File: config.mk
export PLATFORM = sky130hd
export DESIGN_NAME = pecu_top
export DESIGN_NICKNAME = d
export VERILOG_FILES = /design/src/pecu_pkg.sv /design/src/pecu_qualify.sv /design/src/pecu_top.sv
export SDC_FILE = /design/constraint.sdc
export NUM_CORES = 1
export LEC_CHECK = 0
export ABC_AREA = 1
export BUFFER_PORTS_ARGS = -buffer_cell sky130_fd_sc_hd__buf_2
export CAP_MARGIN = 5
export CORE_AREA = 8 8 159 161
export CTS_CLUSTER_DIAMETER = 80
export DETAILED_ROUTE_END_ITERATION = 12
export DIE_AREA = 0 0 167 169
export GPL_ROUTABILITY_DRIVEN = 1
export PLACE_DENSITY = 0.75
export SLEW_MARGIN = 5
export SYNTH_ARGS = -nofsm -noshare
export SYNTH_HDL_FRONTEND = slang
export SYNTH_SLANG_ARGS = --single-unit
File: constraint.sdc
create_clock -name sys_clk -period 14.1 [get_ports sys_clk]
set_input_delay 3.525 -clock sys_clk [delete_from_list [all_inputs] [get_ports sys_clk]]
set_output_delay 3.525 -clock sys_clk [all_outputs]
set_load 0.03 [all_outputs]
File: src/pecu_pkg.sv
// pecu_pkg: constants, field positions and carrier types of the event capture unit
// assumes: shared by the capture top and its qualifier module
package pecu_pkg;

    // ****************************************
    // register indices (word addresses)
    // ****************************************
    localparam logic [2:0] ADDR_CTRL      = 3'h0;
    localparam logic [2:0] ADDR_IADDR_LO  = 3'h1;
    localparam logic [2:0] ADDR_IADDR_HI  = 3'h2;
    localparam logic [2:0] ADDR_MADDR_LO  = 3'h3;
    localparam logic [2:0] ADDR_MADDR_HI  = 3'h4;
    localparam logic [2:0] ADDR_EVCOUNT   = 3'h5;

    // ****************************************
    // control field positions
    // ****************************************
    localparam int CTL_EXL   = 0;
    localparam int CTL_KERN  = 1;
    localparam int CTL_SUP   = 2;
    localparam int CTL_USER  = 3;
    localparam int CTL_GOOD  = 4;
    localparam int CTL_WRONG = 5;
    localparam int CTL_PT    = 6;
    localparam int CTL_PN    = 7;
    localparam int CTL_OT    = 8;
    localparam int CTL_ON    = 9;
    localparam int CTL_CALL  = 10;
    localparam int CTL_RET   = 11;
    localparam int CTL_IND   = 12;
    localparam int CTL_JMP   = 13;
    localparam int CTL_COND  = 14;
    localparam int CTL_BWI   = 15;
    localparam int CTL_ST    = 16;
    localparam int CTL_LD    = 17;
    localparam int CTL_IF    = 18;
    localparam int CTL_CWD   = 19;
    localparam int CTL_CWI   = 20;
    localparam logic [31:0] CTL_WMASK = 32'h001f_ffff;
    localparam logic [31:0] CTL_RESET = 32'h0000_0000;

    // ****************************************
    // miss register field positions
    // ****************************************
    localparam int MA_PEND  = 63;
    localparam int MA_IF    = 62;
    localparam int MA_LD    = 61;
    localparam int MA_ST    = 60;
    localparam int MA_PROC  = 59;
    localparam int MA_L2    = 58;
    localparam int MA_MEM   = 57;
    localparam int MA_OTHER = 56;
    localparam int MA_DIRTY = 55;
    localparam int MA_PA_HI = 39;
    localparam int MA_PA_LO = 5;

    // ****************************************
    // capture kind codes and limits
    // ****************************************
    localparam logic [1:0] KIND_NT   = 2'h0;
    localparam logic [1:0] KIND_TK   = 2'h1;
    localparam logic [1:0] KIND_LOAD = 2'h2;
    localparam logic [2:0] BR_MAX    = 3'h4;
    localparam logic [2:0] RET_MAX   = 3'h1;

    typedef enum logic [2:0] {
        PECU_BR_COND,
        PECU_BR_JUMP,
        PECU_BR_IND,
        PECU_BR_RET,
        PECU_BR_CALL
    } pecu_br_class_t;

    typedef enum logic [1:0] {
        PECU_SRC_PROC,
        PECU_SRC_L2,
        PECU_SRC_MEM,
        PECU_SRC_OTHER
    } pecu_src_t;

    typedef struct packed {
        logic           user;
        logic           sup;
        logic           kern;
        logic           exception_level_enable;
    } pecu_mode_t;

    typedef struct packed {
        logic           valid;
        pecu_br_class_t cls;
        logic           taken;
        logic           pred_taken;
        logic           iwatch;
        logic [63:0]    vaddr;
    } pecu_branch_t;

    typedef struct packed {
        logic           ifetch;
        logic           load;
        logic           store;
        logic           dwatch;
        logic           iwatch;
        logic [63:0]    vaddr;
        logic [39:0]    paddr;
    } pecu_miss_t;

    typedef struct packed {
        logic           valid;
        pecu_src_t      src;
        logic           dirty;
    } pecu_fill_t;

endpackage

File: src/pecu_qualify.sv
// pecu_qualify: combinational filter of branch and cache miss events
// assumes: inputs on the core clock; outputs sampled by the capture top
`timescale 1ns/1ns
`default_nettype none
module pecu_qualify (
    // control and context
    input  wire logic [31:0]          ctrl,
    input  wire pecu_pkg::pecu_mode_t mode,
    // events
    input  wire pecu_pkg::pecu_branch_t br,
    input  wire pecu_pkg::pecu_miss_t   miss,
    // verdicts
    output logic                      br_ok,
    output logic                      if_ok,
    output logic                      ld_ok,
    output logic                      st_ok
);

    // pair filter: both set passes all, one set passes its class, none passes none
    function automatic logic pair_ok(input logic set_one, input logic set_zero,
                                     input logic sel);
        pair_ok = sel ? set_one : set_zero;
    endfunction

    logic mode_ok;
    logic eff_pt;
    logic eff_ok;
    logic cls_ok;

    always_comb begin
        // one privilege gate shared by every source
        mode_ok = (mode.user & ctrl[pecu_pkg::CTL_USER]) | (mode.sup & ctrl[pecu_pkg::CTL_SUP])
                | (mode.kern & ctrl[pecu_pkg::CTL_KERN])
                | (mode.exception_level_enable & ctrl[pecu_pkg::CTL_EXL]);
        // all non-conditional classes predict taken; jumps always predict right
        eff_pt = (br.cls == pecu_pkg::PECU_BR_COND) ? br.pred_taken : 1'b1;
        eff_ok = (br.cls == pecu_pkg::PECU_BR_JUMP) ? 1'b1 : (eff_pt == br.taken);
        unique case (br.cls)
            pecu_pkg::PECU_BR_COND: cls_ok = ctrl[pecu_pkg::CTL_COND];
            pecu_pkg::PECU_BR_JUMP: cls_ok = ctrl[pecu_pkg::CTL_JMP];
            pecu_pkg::PECU_BR_IND:  cls_ok = ctrl[pecu_pkg::CTL_IND];
            pecu_pkg::PECU_BR_RET:  cls_ok = ctrl[pecu_pkg::CTL_RET];
            pecu_pkg::PECU_BR_CALL: cls_ok = ctrl[pecu_pkg::CTL_CALL];
            default:                cls_ok = 1'b0;
        endcase
        br_ok = br.valid & mode_ok & cls_ok
              & pair_ok(ctrl[pecu_pkg::CTL_GOOD], ctrl[pecu_pkg::CTL_WRONG], eff_ok)
              & pair_ok(ctrl[pecu_pkg::CTL_PT], ctrl[pecu_pkg::CTL_PN], eff_pt)
              & pair_ok(ctrl[pecu_pkg::CTL_OT], ctrl[pecu_pkg::CTL_ON], br.taken)
              & (~ctrl[pecu_pkg::CTL_BWI] | br.iwatch);
        // separate path per access type, each with its own filter subset
        if_ok = miss.ifetch & mode_ok & ctrl[pecu_pkg::CTL_IF]
              & (~ctrl[pecu_pkg::CTL_CWI] | miss.iwatch);
        ld_ok = miss.load & mode_ok & ctrl[pecu_pkg::CTL_LD]
              & (~ctrl[pecu_pkg::CTL_CWD] | miss.dwatch)
              & (~ctrl[pecu_pkg::CTL_CWI] | miss.iwatch);
        st_ok = miss.store & mode_ok & ctrl[pecu_pkg::CTL_ST];
    end

endmodule
`default_nettype wire

File: src/pecu_top.sv
// pecu_top: performance event capture unit with filter control and capture registers
// assumes: event inputs come from core-clock logic; fill return is one-cycle pulse
//
// The strobed register port and the register addresses were left to the implementer.
`timescale 1ns/1ns
`default_nettype none
module pecu_top (
    // clock and reset
    input  wire logic                   sys_clk,
    input  wire logic                   reset_n,
    // register port
    input  wire logic [2:0]             reg_addr,
    input  wire logic [31:0]            reg_wdata,
    input  wire logic                   reg_wr,
    input  wire logic                   reg_rd,
    output logic [31:0]                 reg_rdata,
    // core context and events
    input  wire pecu_pkg::pecu_mode_t   mode,
    input  wire pecu_pkg::pecu_branch_t br,
    input  wire logic [2:0]             br_exec_count,
    input  wire logic                   retire,
    input  wire pecu_pkg::pecu_miss_t   miss,
    input  wire pecu_pkg::pecu_fill_t   fill,
    // event outputs
    output logic                        branch_captured,
    output logic                        cache_captured,
    output logic [2:0]                  br_exec_event,
    output logic                        retire_event,
    output logic                        miss_pending
);

    // ****************************************
    // reset release
    // ****************************************
    logic rst_meta_reg;
    logic rst_n_reg;

    always_ff @(posedge sys_clk or negedge reset_n) begin
        if (!reset_n) begin
            rst_meta_reg <= 1'b0;
            rst_n_reg    <= 1'b0;
        end else begin
            rst_meta_reg <= 1'b1;
            rst_n_reg    <= rst_meta_reg;
        end
    end

    // ****************************************
    // qualification
    // ****************************************
    logic [31:0] ctrl_reg;
    logic        br_ok;
    logic        if_ok;
    logic        ld_ok;
    logic        st_ok;
    logic        miss_ok;

    pecu_qualify u_qual (
        .ctrl  (ctrl_reg),
        .mode  (mode),
        .br    (br),
        .miss  (miss),
        .br_ok (br_ok),
        .if_ok (if_ok),
        .ld_ok (ld_ok),
        .st_ok (st_ok)
    );

    assign miss_ok = if_ok | ld_ok | st_ok;

    // ****************************************
    // filter control register
    // ****************************************
    logic wr_ctrl;
    logic wr_ia_lo;
    logic wr_ia_hi;

    assign wr_ctrl  = reg_wr & (reg_addr == pecu_pkg::ADDR_CTRL);
    assign wr_ia_lo = reg_wr & (reg_addr == pecu_pkg::ADDR_IADDR_LO);
    assign wr_ia_hi = reg_wr & (reg_addr == pecu_pkg::ADDR_IADDR_HI);

    always_ff @(posedge sys_clk or negedge rst_n_reg) begin
        if (!rst_n_reg) begin
            ctrl_reg <= pecu_pkg::CTL_RESET;
        end else if (wr_ctrl) begin
            ctrl_reg <= reg_wdata & pecu_pkg::CTL_WMASK;
        end
    end

    // ****************************************
    // instruction address capture
    // ****************************************
    logic [63:2] iaddr_reg;
    logic [1:0]  ikind_reg;

    // hardware capture wins over a software write in the same cycle
    always_ff @(posedge sys_clk or negedge rst_n_reg) begin
        if (!rst_n_reg) begin
            iaddr_reg <= 62'h0;
            ikind_reg <= pecu_pkg::KIND_NT;
        end else if (br_ok) begin
            iaddr_reg <= br.vaddr[63:2];
            ikind_reg <= br.taken ? pecu_pkg::KIND_TK : pecu_pkg::KIND_NT;
        end else if (ld_ok) begin
            iaddr_reg <= miss.vaddr[63:2];
            ikind_reg <= pecu_pkg::KIND_LOAD;
        end else if (wr_ia_lo) begin
            iaddr_reg[31:2] <= reg_wdata[31:2];
        end else if (wr_ia_hi) begin
            iaddr_reg[63:32] <= reg_wdata;
        end
    end

    // ****************************************
    // miss line capture and return tracking
    // ****************************************
    logic [39:5] line_reg;
    logic [2:0]  mtype_reg;
    logic        pend_reg;
    logic [3:0]  src_reg;
    logic        dirty_reg;

    // a new capture starts a fresh pending miss; a return in the same cycle as a capture is dropped
    always_ff @(posedge sys_clk or negedge rst_n_reg) begin
        if (!rst_n_reg) begin
            line_reg  <= 35'h0;
            mtype_reg <= 3'h0;
            pend_reg  <= 1'b0;
            src_reg   <= 4'h0;
            dirty_reg <= 1'b0;
        end else if (miss_ok) begin
            line_reg  <= miss.paddr[pecu_pkg::MA_PA_HI:pecu_pkg::MA_PA_LO];
            mtype_reg <= {if_ok, ld_ok & ~if_ok, st_ok & ~if_ok & ~ld_ok};
            pend_reg  <= 1'b1;
            src_reg   <= 4'h0;
            dirty_reg <= 1'b0;
        end else if (fill.valid && pend_reg) begin
            pend_reg  <= 1'b0;
            src_reg   <= 4'h8 >> fill.src;
            dirty_reg <= fill.dirty;
        end
    end

    // ****************************************
    // event outputs
    // ****************************************
    localparam logic RET_ONE = pecu_pkg::RET_MAX[0];

    // branches count after validation, retirement after graduation
    always_ff @(posedge sys_clk or negedge rst_n_reg) begin
        if (!rst_n_reg) begin
            branch_captured <= 1'b0;
            cache_captured  <= 1'b0;
            br_exec_event   <= 3'h0;
            retire_event    <= 1'b0;
        end else begin
            branch_captured <= br_ok;
            cache_captured  <= miss_ok;
            br_exec_event   <= (br_exec_count > pecu_pkg::BR_MAX) ? pecu_pkg::BR_MAX
                                                                  : br_exec_count;
            retire_event    <= retire & RET_ONE;
        end
    end

    always_ff @(posedge sys_clk or negedge rst_n_reg) begin
        if (!rst_n_reg) begin
            miss_pending <= 1'b0;
        end else begin
            miss_pending <= miss_ok | (pend_reg & ~fill.valid);
        end
    end

    // ****************************************
    // read port
    // ****************************************
    logic [63:0] maddr_view;

    assign maddr_view = {pend_reg, mtype_reg, src_reg, dirty_reg, 15'h0,
                         line_reg, 5'h0};

    // unmapped indices read zero; one-cycle read latency
    always_ff @(posedge sys_clk or negedge rst_n_reg) begin
        if (!rst_n_reg) begin
            reg_rdata <= 32'h0000_0000;
        end else if (reg_rd) begin
            unique case (reg_addr)
                pecu_pkg::ADDR_CTRL:     reg_rdata <= ctrl_reg;
                pecu_pkg::ADDR_IADDR_LO: reg_rdata <= {iaddr_reg[31:2], ikind_reg};
                pecu_pkg::ADDR_IADDR_HI: reg_rdata <= iaddr_reg[63:32];
                pecu_pkg::ADDR_MADDR_LO: reg_rdata <= maddr_view[31:0];
                pecu_pkg::ADDR_MADDR_HI: reg_rdata <= maddr_view[63:32];
                default:                 reg_rdata <= 32'h0000_0000;
            endcase
        end else begin
            reg_rdata <= 32'h0000_0000;
        end
    end

endmodule
`default_nettype wire
== After elaboration in Yosys (flattened, before gate mapping) ==
Cells that the tools add are included.
Storage, ports and cells
  output and inout bits: 39
  register bits after elaboration: 170
Cells by class
  multiplexer cells: 23
  $lt $le $gt $ge: 1
  equality and inequality tests: 10
  bitwise operators: 41
  reduce and logical (&&, ||, !) cells: 8
  shifts and indexed selects: 1
Operators by type and width (number)
  32-bit one-hot mux with 5 select lines: 1
  62-bit two-way mux: 2
  32-bit two-way mux: 3
  30-bit two-way mux: 1
  1-bit bitwise AND: 26
  3-bit by 2-bit == test with 1-bit output (second input constant): 4
  1-bit two-way mux: 10
  1-bit OR: 9
  4-bit two-way mux: 2
  3-bit by 1-bit == test with 1-bit output (second input constant): 2
  3-bit == test (second input constant): 2
  3-bit zero test: 2
  1-bit inverter: 6
  3-bit nonzero test: 2
  1-bit one-hot mux with 5 select lines: 1
  2-bit two-way mux: 2
  2-bit nonzero test: 2
  4-bit by 2-bit right shift with 4-bit output (first input constant): 1
  3-bit > comparator (second input constant): 1
  3-bit two-way mux: 1
  3-bit inequality test (second input constant): 1
  2-bit AND reduction: 1
  1-bit == test: 1
  1-bit logical AND: 1

== Logic depth before layout (Yosys ltp) ==
Gate-level depths: netlist of run 1.
  depth in word-level cells: 12
  gate-level depth with buffers: 14
  mapped depth without buffers: 12

== By module ==
A second synthesis of run 1 with hierarchy kept.
Second synthesis, totals
  cell total of the unflattened synthesis: 1242
  area total of the unflattened synthesis: 8727.1 µm²
By module, submodules not included
  pecu_top: area an instance 8446.9 µm², cells an instance 1185, times used 1, sequential area each 4254.1 µm²
  pecu_qualify: area an instance 280.3 µm², cells an instance 57, times used 1, sequential area each 0.0 µm²

== Least setup slack after synthesis of run 1 ==
Ideal clock, no wire load.
  path kind: input-to-reg
  start point: input miss[107] (netlist name)
  end point: register iaddr_reg[38] (netlist name)
  stages: 8
  data arrival time: 4.642 ns
  buffers on the path: 3
  setup time: 0.117 ns
  slack: 9.341 ns
  path through: nand2_1 nor3_4 nand2_2 buf_6 buf_2 buf_1 nand4_1 nand2_1
Between the ends
  longest elaborated chain between the ends: 6
  elaborated cells on any way between the ends: 9
  classes of those cells: eq/ne: 1; mux: 2; bitwise: 4; reduce/logical: 2
RTL lines
  start: declaration: line pecu_top.sv:22  | input wire pecu_pkg::pecu_miss_t miss,
  1-bit bitwise AND (*) (2 in a row): line pecu_qualify.sv:54  | ld_ok = miss.load & mode_ok & ctrl[pecu_pkg::CTL_LD]
  1-bit bitwise AND (*): line pecu_qualify.sv:55  | & (~ctrl[pecu_pkg::CTL_CWD] | miss.dwatch)
  1-bit bitwise AND (*): line pecu_qualify.sv:56  | & (~ctrl[pecu_pkg::CTL_CWI] | miss.iwatch);
  3-bit inequality test (no line), or another cell as far along
  2-bit AND reduction (no line) or 62-bit two-way mux (tied branches)
  end signal: assignment: line pecu_top.sv:102  | iaddr_reg <= br.vaddr[63:2];
  end signal: assignment: line pecu_top.sv:105  | iaddr_reg <= miss.vaddr[63:2];
  end: declaration: line pecu_top.sv:93  | logic [63:2] iaddr_reg;
Mark *: on every way between the ends. The rest lies on a longest branch, timed or not.
A chain may end at the register's enable or synchronous reset.

== Worst setup path after layout of run 1 ==
  start point: input mode[1] (netlist name)
  end point: register iaddr_reg[38] (netlist name)
Between the ends
  longest elaborated chain between the ends: 11
  elaborated cells on any way between the ends: 18
  classes of those cells: eq/ne: 1; mux: 2; bitwise: 13; reduce/logical: 2
RTL lines
  start: declaration: line pecu_top.sv:18  | input wire pecu_pkg::pecu_mode_t mode,
  1-bit bitwise AND (*): line pecu_qualify.sv:33  | | (mode.kern & ctrl[pecu_pkg::CTL_KERN])
  1-bit OR (*): line pecu_qualify.sv:33
  1-bit OR (*): line pecu_qualify.sv:34  | | (mode.exception_level_enable & ctrl[pecu_pkg::CTL_EXL]);
  1-bit bitwise AND (2 in a row): line pecu_qualify.sv:46  | br_ok = br.valid & mode_ok & cls_ok
  1-bit bitwise AND: line pecu_qualify.sv:47  | & pair_ok(ctrl[pecu_pkg::CTL_GOOD], ctrl[pecu_pkg::CTL_WRONG], eff_ok)
  1-bit bitwise AND: line pecu_qualify.sv:48  | & pair_ok(ctrl[pecu_pkg::CTL_PT], ctrl[pecu_pkg::CTL_PN], eff_pt)
  1-bit bitwise AND: line pecu_qualify.sv:49  | & pair_ok(ctrl[pecu_pkg::CTL_OT], ctrl[pecu_pkg::CTL_ON], br.taken)
  1-bit bitwise AND: line pecu_qualify.sv:50  | & (~ctrl[pecu_pkg::CTL_BWI] | br.iwatch);
  3-bit inequality test (no line) or 3-bit nonzero test (tied branches)
  2-bit AND reduction (no line)
Marks and branches as above.

==> results of run 1 <==
metal layers:
layer / GRT usage / share of wire / wire, um / vias to the layer above
met2: 0.317 / 0.43 / 13600 / 396
met1: 0.326 / 0.47 / 14700 / 4197
met3: 0.0515 / 0.084 / 2630 / 39
met4: 0.0505 / 0.014 / 437 / 8
met5: 0 / 0.0015 / 46 / -
li1: - / - / - / 4291
power by group:
part / total, W / switching [W] / internal (W)
Clock: 0.000461 / 0.000201 / 0.000260
Sequential: 0.000740 / 0.0000898 / 0.000650
Combinational: 0.000427 / 0.000278 / 0.000150
worst max path at each step:
stage | from | to | cells past startpoint
after floorplan | rst_n_reg | br_exec_event[0] | 0
after global placement | mode[3] | iaddr_reg[14] | 14
after detailed placement | mode[1] | iaddr_reg[15] | 14
after CTS | mode[1] | iaddr_reg[15] | 14
after global routing | mode[3] | iaddr_reg[13] | 14
final | mode[1] | iaddr_reg[38] | 14
logic make-up (layout without fill, tap and decap cells):
family,after synthesis,after routing
flip-flops,170,170
other,1,2
AND/OR/NAND/NOR,723,723
AO/OA/AOI/OAI,113,113
buffers and inverters,153,372
multiplexers,13,13
cells in the mapped netlist (2+ instances only):
| cell type | number | area share |
|---|---|---|
| nand2_1 | 448 | 0.19 |
| dfrtp_1 | 170 | 0.48 |
| nand3_1 | 145 | 0.082 |
| inv_1 | 66 | 0.028 |
| nand4_1 | 66 | 0.046 |
| o21ai_0 | 55 | 0.031 |
| nor2_1 | 53 | 0.022 |
| clkbuf_1 | 36 | 0.015 |
| a221oi_1 | 28 | 0.028 |
| buf_2 | 27 | 0.015 |
| mux2_2 | 13 | 0.016 |
| a21oi_1 | 12 | 0.0068 |
| buf_1 | 11 | 0.0046 |
| o22ai_1 | 10 | 0.0070 |
| buf_6 | 7 | 0.0089 |
| buf_4 | 6 | 0.0051 |
| a22oi_1 | 3 | 0.0025 |
| nand3_2 | 3 | 0.0034 |
| nand2_2 | 2 | 0.0014 |
| nor2_2 | 2 | 0.0014 |
| nor3_1 | 2 | 0.0011 |
| o211ai_1 | 2 | 0.0017 |
| o21ai_1 | 2 | 0.0011 |
layout make-up:
class                           count  area share
Sequential cell                   170       0.393
Multi-Input combinational cell    850       0.367
Timing Repair Buffer              274       0.130
Clock buffer                       21      0.0434
Tap cell                          290      0.0335
Inverter                           66      0.0228
Clock inverter                     11      0.0104
Antenna cell                        1    0.000231
per-stage QoR:
step	util	power (W)	setup WS, ns	hold WS [ns]	instance area [um^2]
final	0.473	0.00163	7.72	0.287	10800
after global routing	0.473	0.00173	7.43	0.332	10800
after CTS	0.473	0.00163	7.77	0.307	10800
after detailed placement	0.448	0.00117	7.32	0.298	10300
after global placement	0.448	0.00116	7.34	0.295	10300
after floorplan	-	0.00102	9.01	0.331	8900
==> metrics.md, run 1 <==
| Metric | Value |
|---|---|
| Outcome | complete, no violations |
| CP Data Required Time | 14.42 ns |
| Share of cells above drive strength 1 | 0.237 |
| Die Width | 167 um |
| Post-route setup TNS | 0 ns |
| Register bit count reported by yosys | 170 |
| P&R area growth vs syn | 21.9% |
| Hold Path Class | reg2async |
| Most used cell, CP | nand2_1 |
| Root buf cell | clkbuf_16 |
| Startpoint Class | primary input |
| R2R Path End | iaddr_reg[38] |
| Die area | 0.0282 mm^2 |
| Num ports | 270 |
| Core area | 0.0229 mm^2 |
| Slew Limit Fails | 0 |
| Post-CTS Hold Buffers | 0 |
| Crit path largest cell delay | 0.60 ns |
| Simple-gate share of the synthesized area | 0.350 |
| Gr usage total | 0.220 |
| Yosys Warn Count | 0 |
| Final Hold Vio Count | 0 |
| Actual slew at the worst max-slew pin | 1.15 ns |
| Reg2reg start | ctrl_reg[1] |
| Layout Cells excl Fill | 1683 |
| Initial drt markers | 998 |
| Postcts setup bufs | 0 |
| Reg2reg setup slack | 10.45 ns |
| First-pass GRT wire length | 48800 um |
| Max FFs per register | 62 |
| Routed WL | 31400 um |
| Compound-cell area share of the yosys netlist | 0.0785 |
| Starting density of the core | 0.388 |
| EDFF count, synth | 0 |
| Max-cap violations | 0 |
| Ys flop type | dfrtp_1 |
| Routability cong. | 0.900 |
| Commonest non-fill, non-tap cell in the layout | nand2_1 |
| Worst path bufs/invs | 4 |
| Clock-pin slew on the worst setup and hold paths | 0.07 ns |
| Post-Synth XOR/XNOR Area | 0 |
| Worst vdd ir | 0.0000988 V |
| Initial DRT Pass Iterations | 5 |
| WL/cell | 18.7 um |
| CP arrival | 6.70 ns |
| CTS tree | built |
| Multi-input logic area | 0.00399 mm^2 |
| Critical path cell sequence | buf_2, nand2_1, nand2_1, inv_1, nand2_2, buf_4, nand3_1, nor2_1, nand3_4, buf_4, nand2_1, nand2_1, nand2_1, nand2_1 |
| CTS Sinks | 170 |
| # DRC | 0 |
| Post-synthesis mux area share | 0.0165 |
| Most frequent cells in the layout | nand2_1, buf_2, dfrtp_1, nand3_1 |
| Vias in the first global route | 8685 |
| Post-synthesis cell type count | 27 |
| Synthesized area per cell | 7.59 um^2 |
| Setup CP Type | in2reg |
| R2R depth | 13 |
| Post-Syn Nets | 1404 |
| Sequential area share after synthesis | 0.478 |
| # nets final | 1610 |
| Dominant combinational cell family by area after synthesis | simple AND/OR/NAND/NOR gates |
| Die Y-Extent | 169 um |
| PD cells | 150 mW/mm^2 |
| Antenna Nets Post-Route | 0 |
| CP max-delay cell | buf_4 |
| Filler cells | 2313 |
| Worst-skew pair later-pin latency | 0.43 ns |
| Post-route minimum period | 6.38 ns |
| Asr flop ratio synth | 1.00 |
| Max clock buf depth | 2 |
| Cells after DPL | 1650 |
| Mapped Cells | 1173 |
| Clock Skews | 0.00702 ns |
| Largest net degree at the start of global routing | 80 |
| CTS resizes | 0 |
| # port buffers | 260 |
| Post-Synth Adder-Cell Area | 0 |
| Rel. slew slack | 0.232 |
| Pleak | 5.92 nW |
| Fin crit share | 0.452 |
| Sequential standard cell area | 0.00426 mm^2 |
| Vias | 8931 |
| Post-DP HPWL | 23300 um |
| Post-DR vias/cell | 5.31 |
| Row cnt | 56 |
| Initial antenna violation count | 4 |
| CP delay by family, top | simple AND/OR/NAND/NOR gates |
| RSZ-0062 raised after global routing | no |
| Grt ovf | 0 |
| Fmax | 157 MHz |
| Nature of the critical path endpoint | register |
| Setup-failing EPs final | 0 |
| Worst-path fanout max | 71 |
| TritonCTS Buffers | 17 |
| Area of the mapped netlist | 0.00890 mm^2 |
| H-tree depth | 4 |
Note: power is estimated with default switching activity, not from simulation.
==> run 2: changes to the inputs <==
- PLACE_DENSITY: 0.75 -> 0.77
- clock period: 14.1 -> 5.2 ns (I/O delays scaled with it)
==> run 2 against run 1 <==
Effect of this change: final cell count increased by 0.30%; clock skew is 0.0020 ns higher; total power rose to 2.7 times the previous value; largest cell class unchanged; sequential share of layout area is 0.15 points lower; critical path type unchanged; critical endpoint is now iaddr_reg[4]; routed wire length is 0.55% lower.
==> metrics.md, run 2 (synthesis results as in run 1) <==
| Metric | Value |
|---|---|
| Outcome | complete, no violations |
| Routability cong. | 0.897 |
| R2R depth | 10 |
| CTS resizes | 0 |
| Gr usage total | 0.220 |
| Max clock buf depth | 2 |
| CTS Sinks | 170 |
| Nature of the critical path endpoint | register |
| WL/cell | 18.5 um |
| PD cells | 407 mW/mm^2 |
| # port buffers | 260 |
| Fin crit share | 0.683 |
| P&R area growth vs syn | 22.4% |
| Setup CP Type | in2reg |
| Row cnt | 56 |
| Final Hold Vio Count | 0 |
| Share of cells above drive strength 1 | 0.241 |
| Largest net degree at the start of global routing | 96 |
| Post-CTS Hold Buffers | 0 |
| Combinational fraction of design power | 0.265 |
| Grt ovf | 0 |
| Reg2reg start | ctrl_reg[1] |
| Placed instance area | 0.0103 mm^2 |
| CP Capture Point | iaddr_reg[4] |
| Vias in the first global route | 8798 |
| Initial drt markers | 905 |
| Worst-skew pair later-pin latency | 0.44 ns |
| First-pass GRT wire length | 48800 um |
| Layout Cells excl Fill | 1688 |
| Post-route minimum period | 3.55 ns |
| Cell area after layout | 0.0109 mm^2 |
| Setup-failing EPs final | 0 |
| Antenna Nets Post-Route | 0 |
| Cells after DPL | 1655 |
| Die Y-Extent | 169 um |
| Startpoint Class | primary input |
| Switching Fraction | 0.355 |
| Post-DR vias/cell | 5.34 |
| Post-route setup TNS | 0 ns |
| Pleak | 5.95 nW |
| Max FFs per register | 62 |
| Fmax | 282 MHz |
| Num ports | 270 |
| TritonCTS Buffers | 17 |
| # DRC | 0 |
| CP Data Required Time | 5.58 ns |
| H-tree depth | 4 |
| Core area | 0.0229 mm^2 |
| Rel. slew slack | 0.323 |
| Starting density of the core | 0.388 |
| Root buf cell | clkbuf_16 |
| CTS tree | built |
| Setup crit start | mode[3] |
| Initial antenna violation count | 3 |
| Slew Limit Fails | 0 |
| Worst-path fanout max | 49 |
| Initial DRT Pass Iterations | 6 |
| Hold Slack | 0.364 ns |
| Die Width | 167 um |
| Hold Path Class | reg2reg |
| R2R Path End | iaddr_reg[4] |
| Vias | 9012 |
| CP arrival | 3.92 ns |
| Flop pwr share | 0.453 |
| Total Power | 0.00443 W |
| Postcts setup bufs | 0 |
| Switching power | 0.00157 W |
| Post-DP HPWL | 23100 um |
| Clock Skews | 0.00903 ns |
| Reg2reg setup slack | 2.15 ns |
| P_int | 0.00286 W |
| Most frequent cells in the layout | nand2_1, buf_2, dfrtp_1, nand3_1 |
| Clock-pin slew on the worst setup and hold paths | 0.07 ns |
| Routed WL | 31300 um |
| Commonest non-fill, non-tap cell in the layout | nand2_1 |
| # nets final | 1615 |
| Worst vdd ir | 0.000166 V |
| Actual slew at the worst max-slew pin | 1.02 ns |
| RSZ-0062 raised after global routing | no |
| Max-cap violations | 0 |
| Die area | 0.0282 mm^2 |
| Clock power share | 0.282 |
run 2: cell types whose count changed in the layout (fill, tap and decap cells not counted), sizes merged:
cell / delta
buf: +5
inv: +4
clkbuf: -3
clkinvlp: -3
clkinv: +2
run 2: how the worst min path moves through the flow:
stage / from / slack (ns) / depth (start not counted) / endpoint
after floorplan: rst_meta_reg / 0.33 / 0 / rst_n_reg
after global placement: rst_meta_reg / 0.34 / 0 / rst_n_reg
after detailed placement: rst_meta_reg / 0.35 / 0 / rst_n_reg
after CTS: rst_meta_reg / 0.36 / 0 / rst_n_reg
after global routing: rst_meta_reg / 0.37 / 0 / rst_n_reg
final: rst_meta_reg / 0.36 / 0 / rst_n_reg
run 2: metal layers:
layer | up-vias | part of all wire | GRT usage
li1 | 4312 | - | -
met1 | 4201 | 0.46 | 0.319
met2 | 455 | 0.43 | 0.313
met3 | 40 | 0.093 | 0.0554
met4 | 4 | 0.017 | 0.0705
met5 | - | 0.00083 | 0
run 2: critical path, cell delays in order:
cell and delay, ns:
buf_2 0.09, nand2_1 0.05, nand2_1 0.07, inv_1 0.05, nand2_2 0.48, nand3_1 0.14, nor2_1 0.23, nand3_4 0.48
nand3_2 0.73, nand2_1 0.18, nand2_1 0.09
run 2: power groups by stage:
stage / sequential, W / clock (W) / combinational, W
2_1_floorplan: 0.00202 / 0 / 0.000732
3_3_place_gp: 0.00201 / 0 / 0.00113
3_5_place_dp: 0.00202 / 0 / 0.00116
4_1_cts: 0.00200 / 0.00126 / 0.00117
5_1_grt: 0.00205 / 0.00131 / 0.00134
6_report: 0.00201 / 0.00125 / 0.00118
run 2: layout make-up:
class,instances,area (um^2)
well taps,290,363
clock buffers,18,439
inverters,66,248
clock inverters,14,135
fillers,2277,12000
multi-input cells,850,3990
repair buffers,279,1460
flip-flops and latches,170,4260
diodes,1,2.50
run 2: per-stage QoR:
step | worst slack, ns | util
after floorplan | 0.112 | -
after global placement | 1.27 | 0.450
after detailed placement | 1.28 | 0.450
after CTS | 1.73 | 0.475
after global routing | 1.45 | 0.475
final | 1.65 | 0.475
==> run 3: changes to the inputs <==
- PLACE_DENSITY: 0.77 -> 0.75
- clock period: 5.2 -> 3.4 ns (I/O delays scaled with it)
==> run 3 against run 2 <==
Effect of this change: critical path depth is the same; worst setup slack lost 0.76 ns; combinational power grew 53%; register-to-register slack lost 1.1 ns; first-iteration DRC count shrank 1.9%; die area is the same; highest routed layer unchanged.
==> metrics.md, run 3 (synthesis results as in run 1) <==
| Metric | Value |
|---|---|
| Share of cells above drive strength 1 | 0.245 |
| Reg2reg start | ctrl_reg[0] |
| Root buf cell | clkbuf_16 |
| Initial drt markers | 888 |
| CP Data Required Time | 3.71 ns |
| Post-DR vias/cell | 5.25 |
| Core area | 0.0229 mm^2 |
| Die Y-Extent | 169 um |
| Initial DRT Pass Iterations | 7 |
| Startpoint Class | primary input |
| Actual slew at the worst max-slew pin | 0.952 ns |
| Setup CP Type | in2reg |
| Post-DP HPWL | 23800 um |
| First-pass GRT wire length | 48800 um |
| CTS resizes | 0 |
| Row cnt | 56 |
| Grt ovf | 0 |
| Routed WL | 31500 um |
| Fmax | 398 MHz |
| # nets final | 1625 |
| Die area | 0.0282 mm^2 |
| Starting density of the core | 0.388 |
| Routability cong. | 0.901 |
| Final Hold Vio Count | 0 |
| CP max-delay cell | nand3_2 |
| P&R area growth vs syn | 23.0% |
| Most used cell, CP | nand2_1 |
| Max-cap violations | 0 |
| # DRC | 0 |
| CTS tree | built |
| DP Worst Slack | 0.512 ns |
| Max clock buf depth | 2 |
| CP arrival | 2.82 ns |
| Most frequent cells in the layout | nand2_1, buf_2, dfrtp_1, nand3_1 |
| Vias | 8911 |
| Antenna Nets Post-Route | 0 |
| Critical path cell sequence | buf_2, nor2_2, nand2_1, nand2_1, nand3_1, nand2_1, nand2_2, nand3_4, nand3_2, nand2_1, nand2_1 |
| Setup crit start | br[69] |
| Fin crit share | 0.739 |
| Worst-path fanout max | 30 |
| Final Util | 0.478 |
| Slew Limit Fails | 0 |
| Max FFs per register | 62 |
| Rel. slew slack | 0.365 |
| WL/cell | 18.6 um |
| Gr usage total | 0.221 |
| Hold Path Class | in2async |
| H-tree depth | 4 |
| Commonest non-fill, non-tap cell in the layout | nand2_1 |
| Post-route setup TNS | 0 ns |
| TritonCTS Buffers | 17 |
| Largest net degree at the start of global routing | 67 |
| Num ports | 270 |
| PD cells | 613 mW/mm^2 |
| Post-CTS Hold Buffers | 0 |
| Clock-pin slew on the worst setup and hold paths | 0.07 ns |
| Crit path largest cell delay | 0.63 ns |
| RSZ-0062 raised after global routing | no |
| Vias in the first global route | 8678 |
| Outcome | complete, no violations |
| Setup-failing EPs final | 0 |
| Postcts setup bufs | 0 |
| Nature of the critical path endpoint | register |
| Post-route minimum period | 2.51 ns |
| Final worst slack | 0.886 ns |
| Worst-skew pair later-pin latency | 0.43 ns |
| CTS Sinks | 170 |
| Pleak | 5.97 nW |
| Worst vdd ir | 0.000395 V |
| Clock Skews | 0.0111 ns |
| # port buffers | 260 |
| Die Width | 167 um |
| Initial antenna violation count | 5 |
run 3: worst paths after layout:
kind	to	slack (ns)	cells past startpoint
setup / recovery	iaddr_reg[11]	0.89	11
hold / removal	rst_n_reg	0.19	1
setup reg to reg	iaddr_reg[11]	1.02	9
hold reg to reg	rst_n_reg	0.35	0
max in group asynchronous	iaddr_reg[53]	2.14	1
min in group sys_clk	rst_n_reg	0.35	0
run 3: metal layers:
layer / global-route usage / vias up / part of all wire
li1: - / 4328 / -
met1: 0.308 / 4141 / 0.46
met2: 0.324 / 385 / 0.44
met3: 0.0687 / 49 / 0.081
met4: 0.0627 / 8 / 0.020
met5: 0 / - / 0.0014
run 3: critical path: cells and delay by family:
kind / cells / cell delay, ns
buf+inv: 1 / 0.13
simple gates: 10 / 1.82
run 3: stage by stage:
stage	std cells	power (W)	area, um^2	hold WS [ns]
after floorplan	1173	0.00421	8900	0.331
after global placement	1665	0.00483	10400	0.338
after detailed placement	1665	0.00489	10400	0.341
after CTS	1696	0.00671	10900	0.173
after global routing	1697	0.00712	10900	0.174
final	1697	0.00671	10900	0.188
run 3: where the power goes:
part	total (W)	internal, W	switching [W]
Combinational	0.00181	0.000645	0.00116
Clock	0.00181	0.000980	0.000830
Sequential	0.00309	0.00270	0.000393
Total	0.00671	0.00432	0.00239
run 3: layout make-up:
type | count | area, um^2
timing repair buffer | 289 | 1540
tap | 290 | 363
inverter | 66 | 248
fill | 2288 | 12000
clock inverter | 11 | 87.6
sequential | 170 | 4260
antenna | 1 | 2.50
multi-input combinational | 850 | 3990
clock buffer | 20 | 457
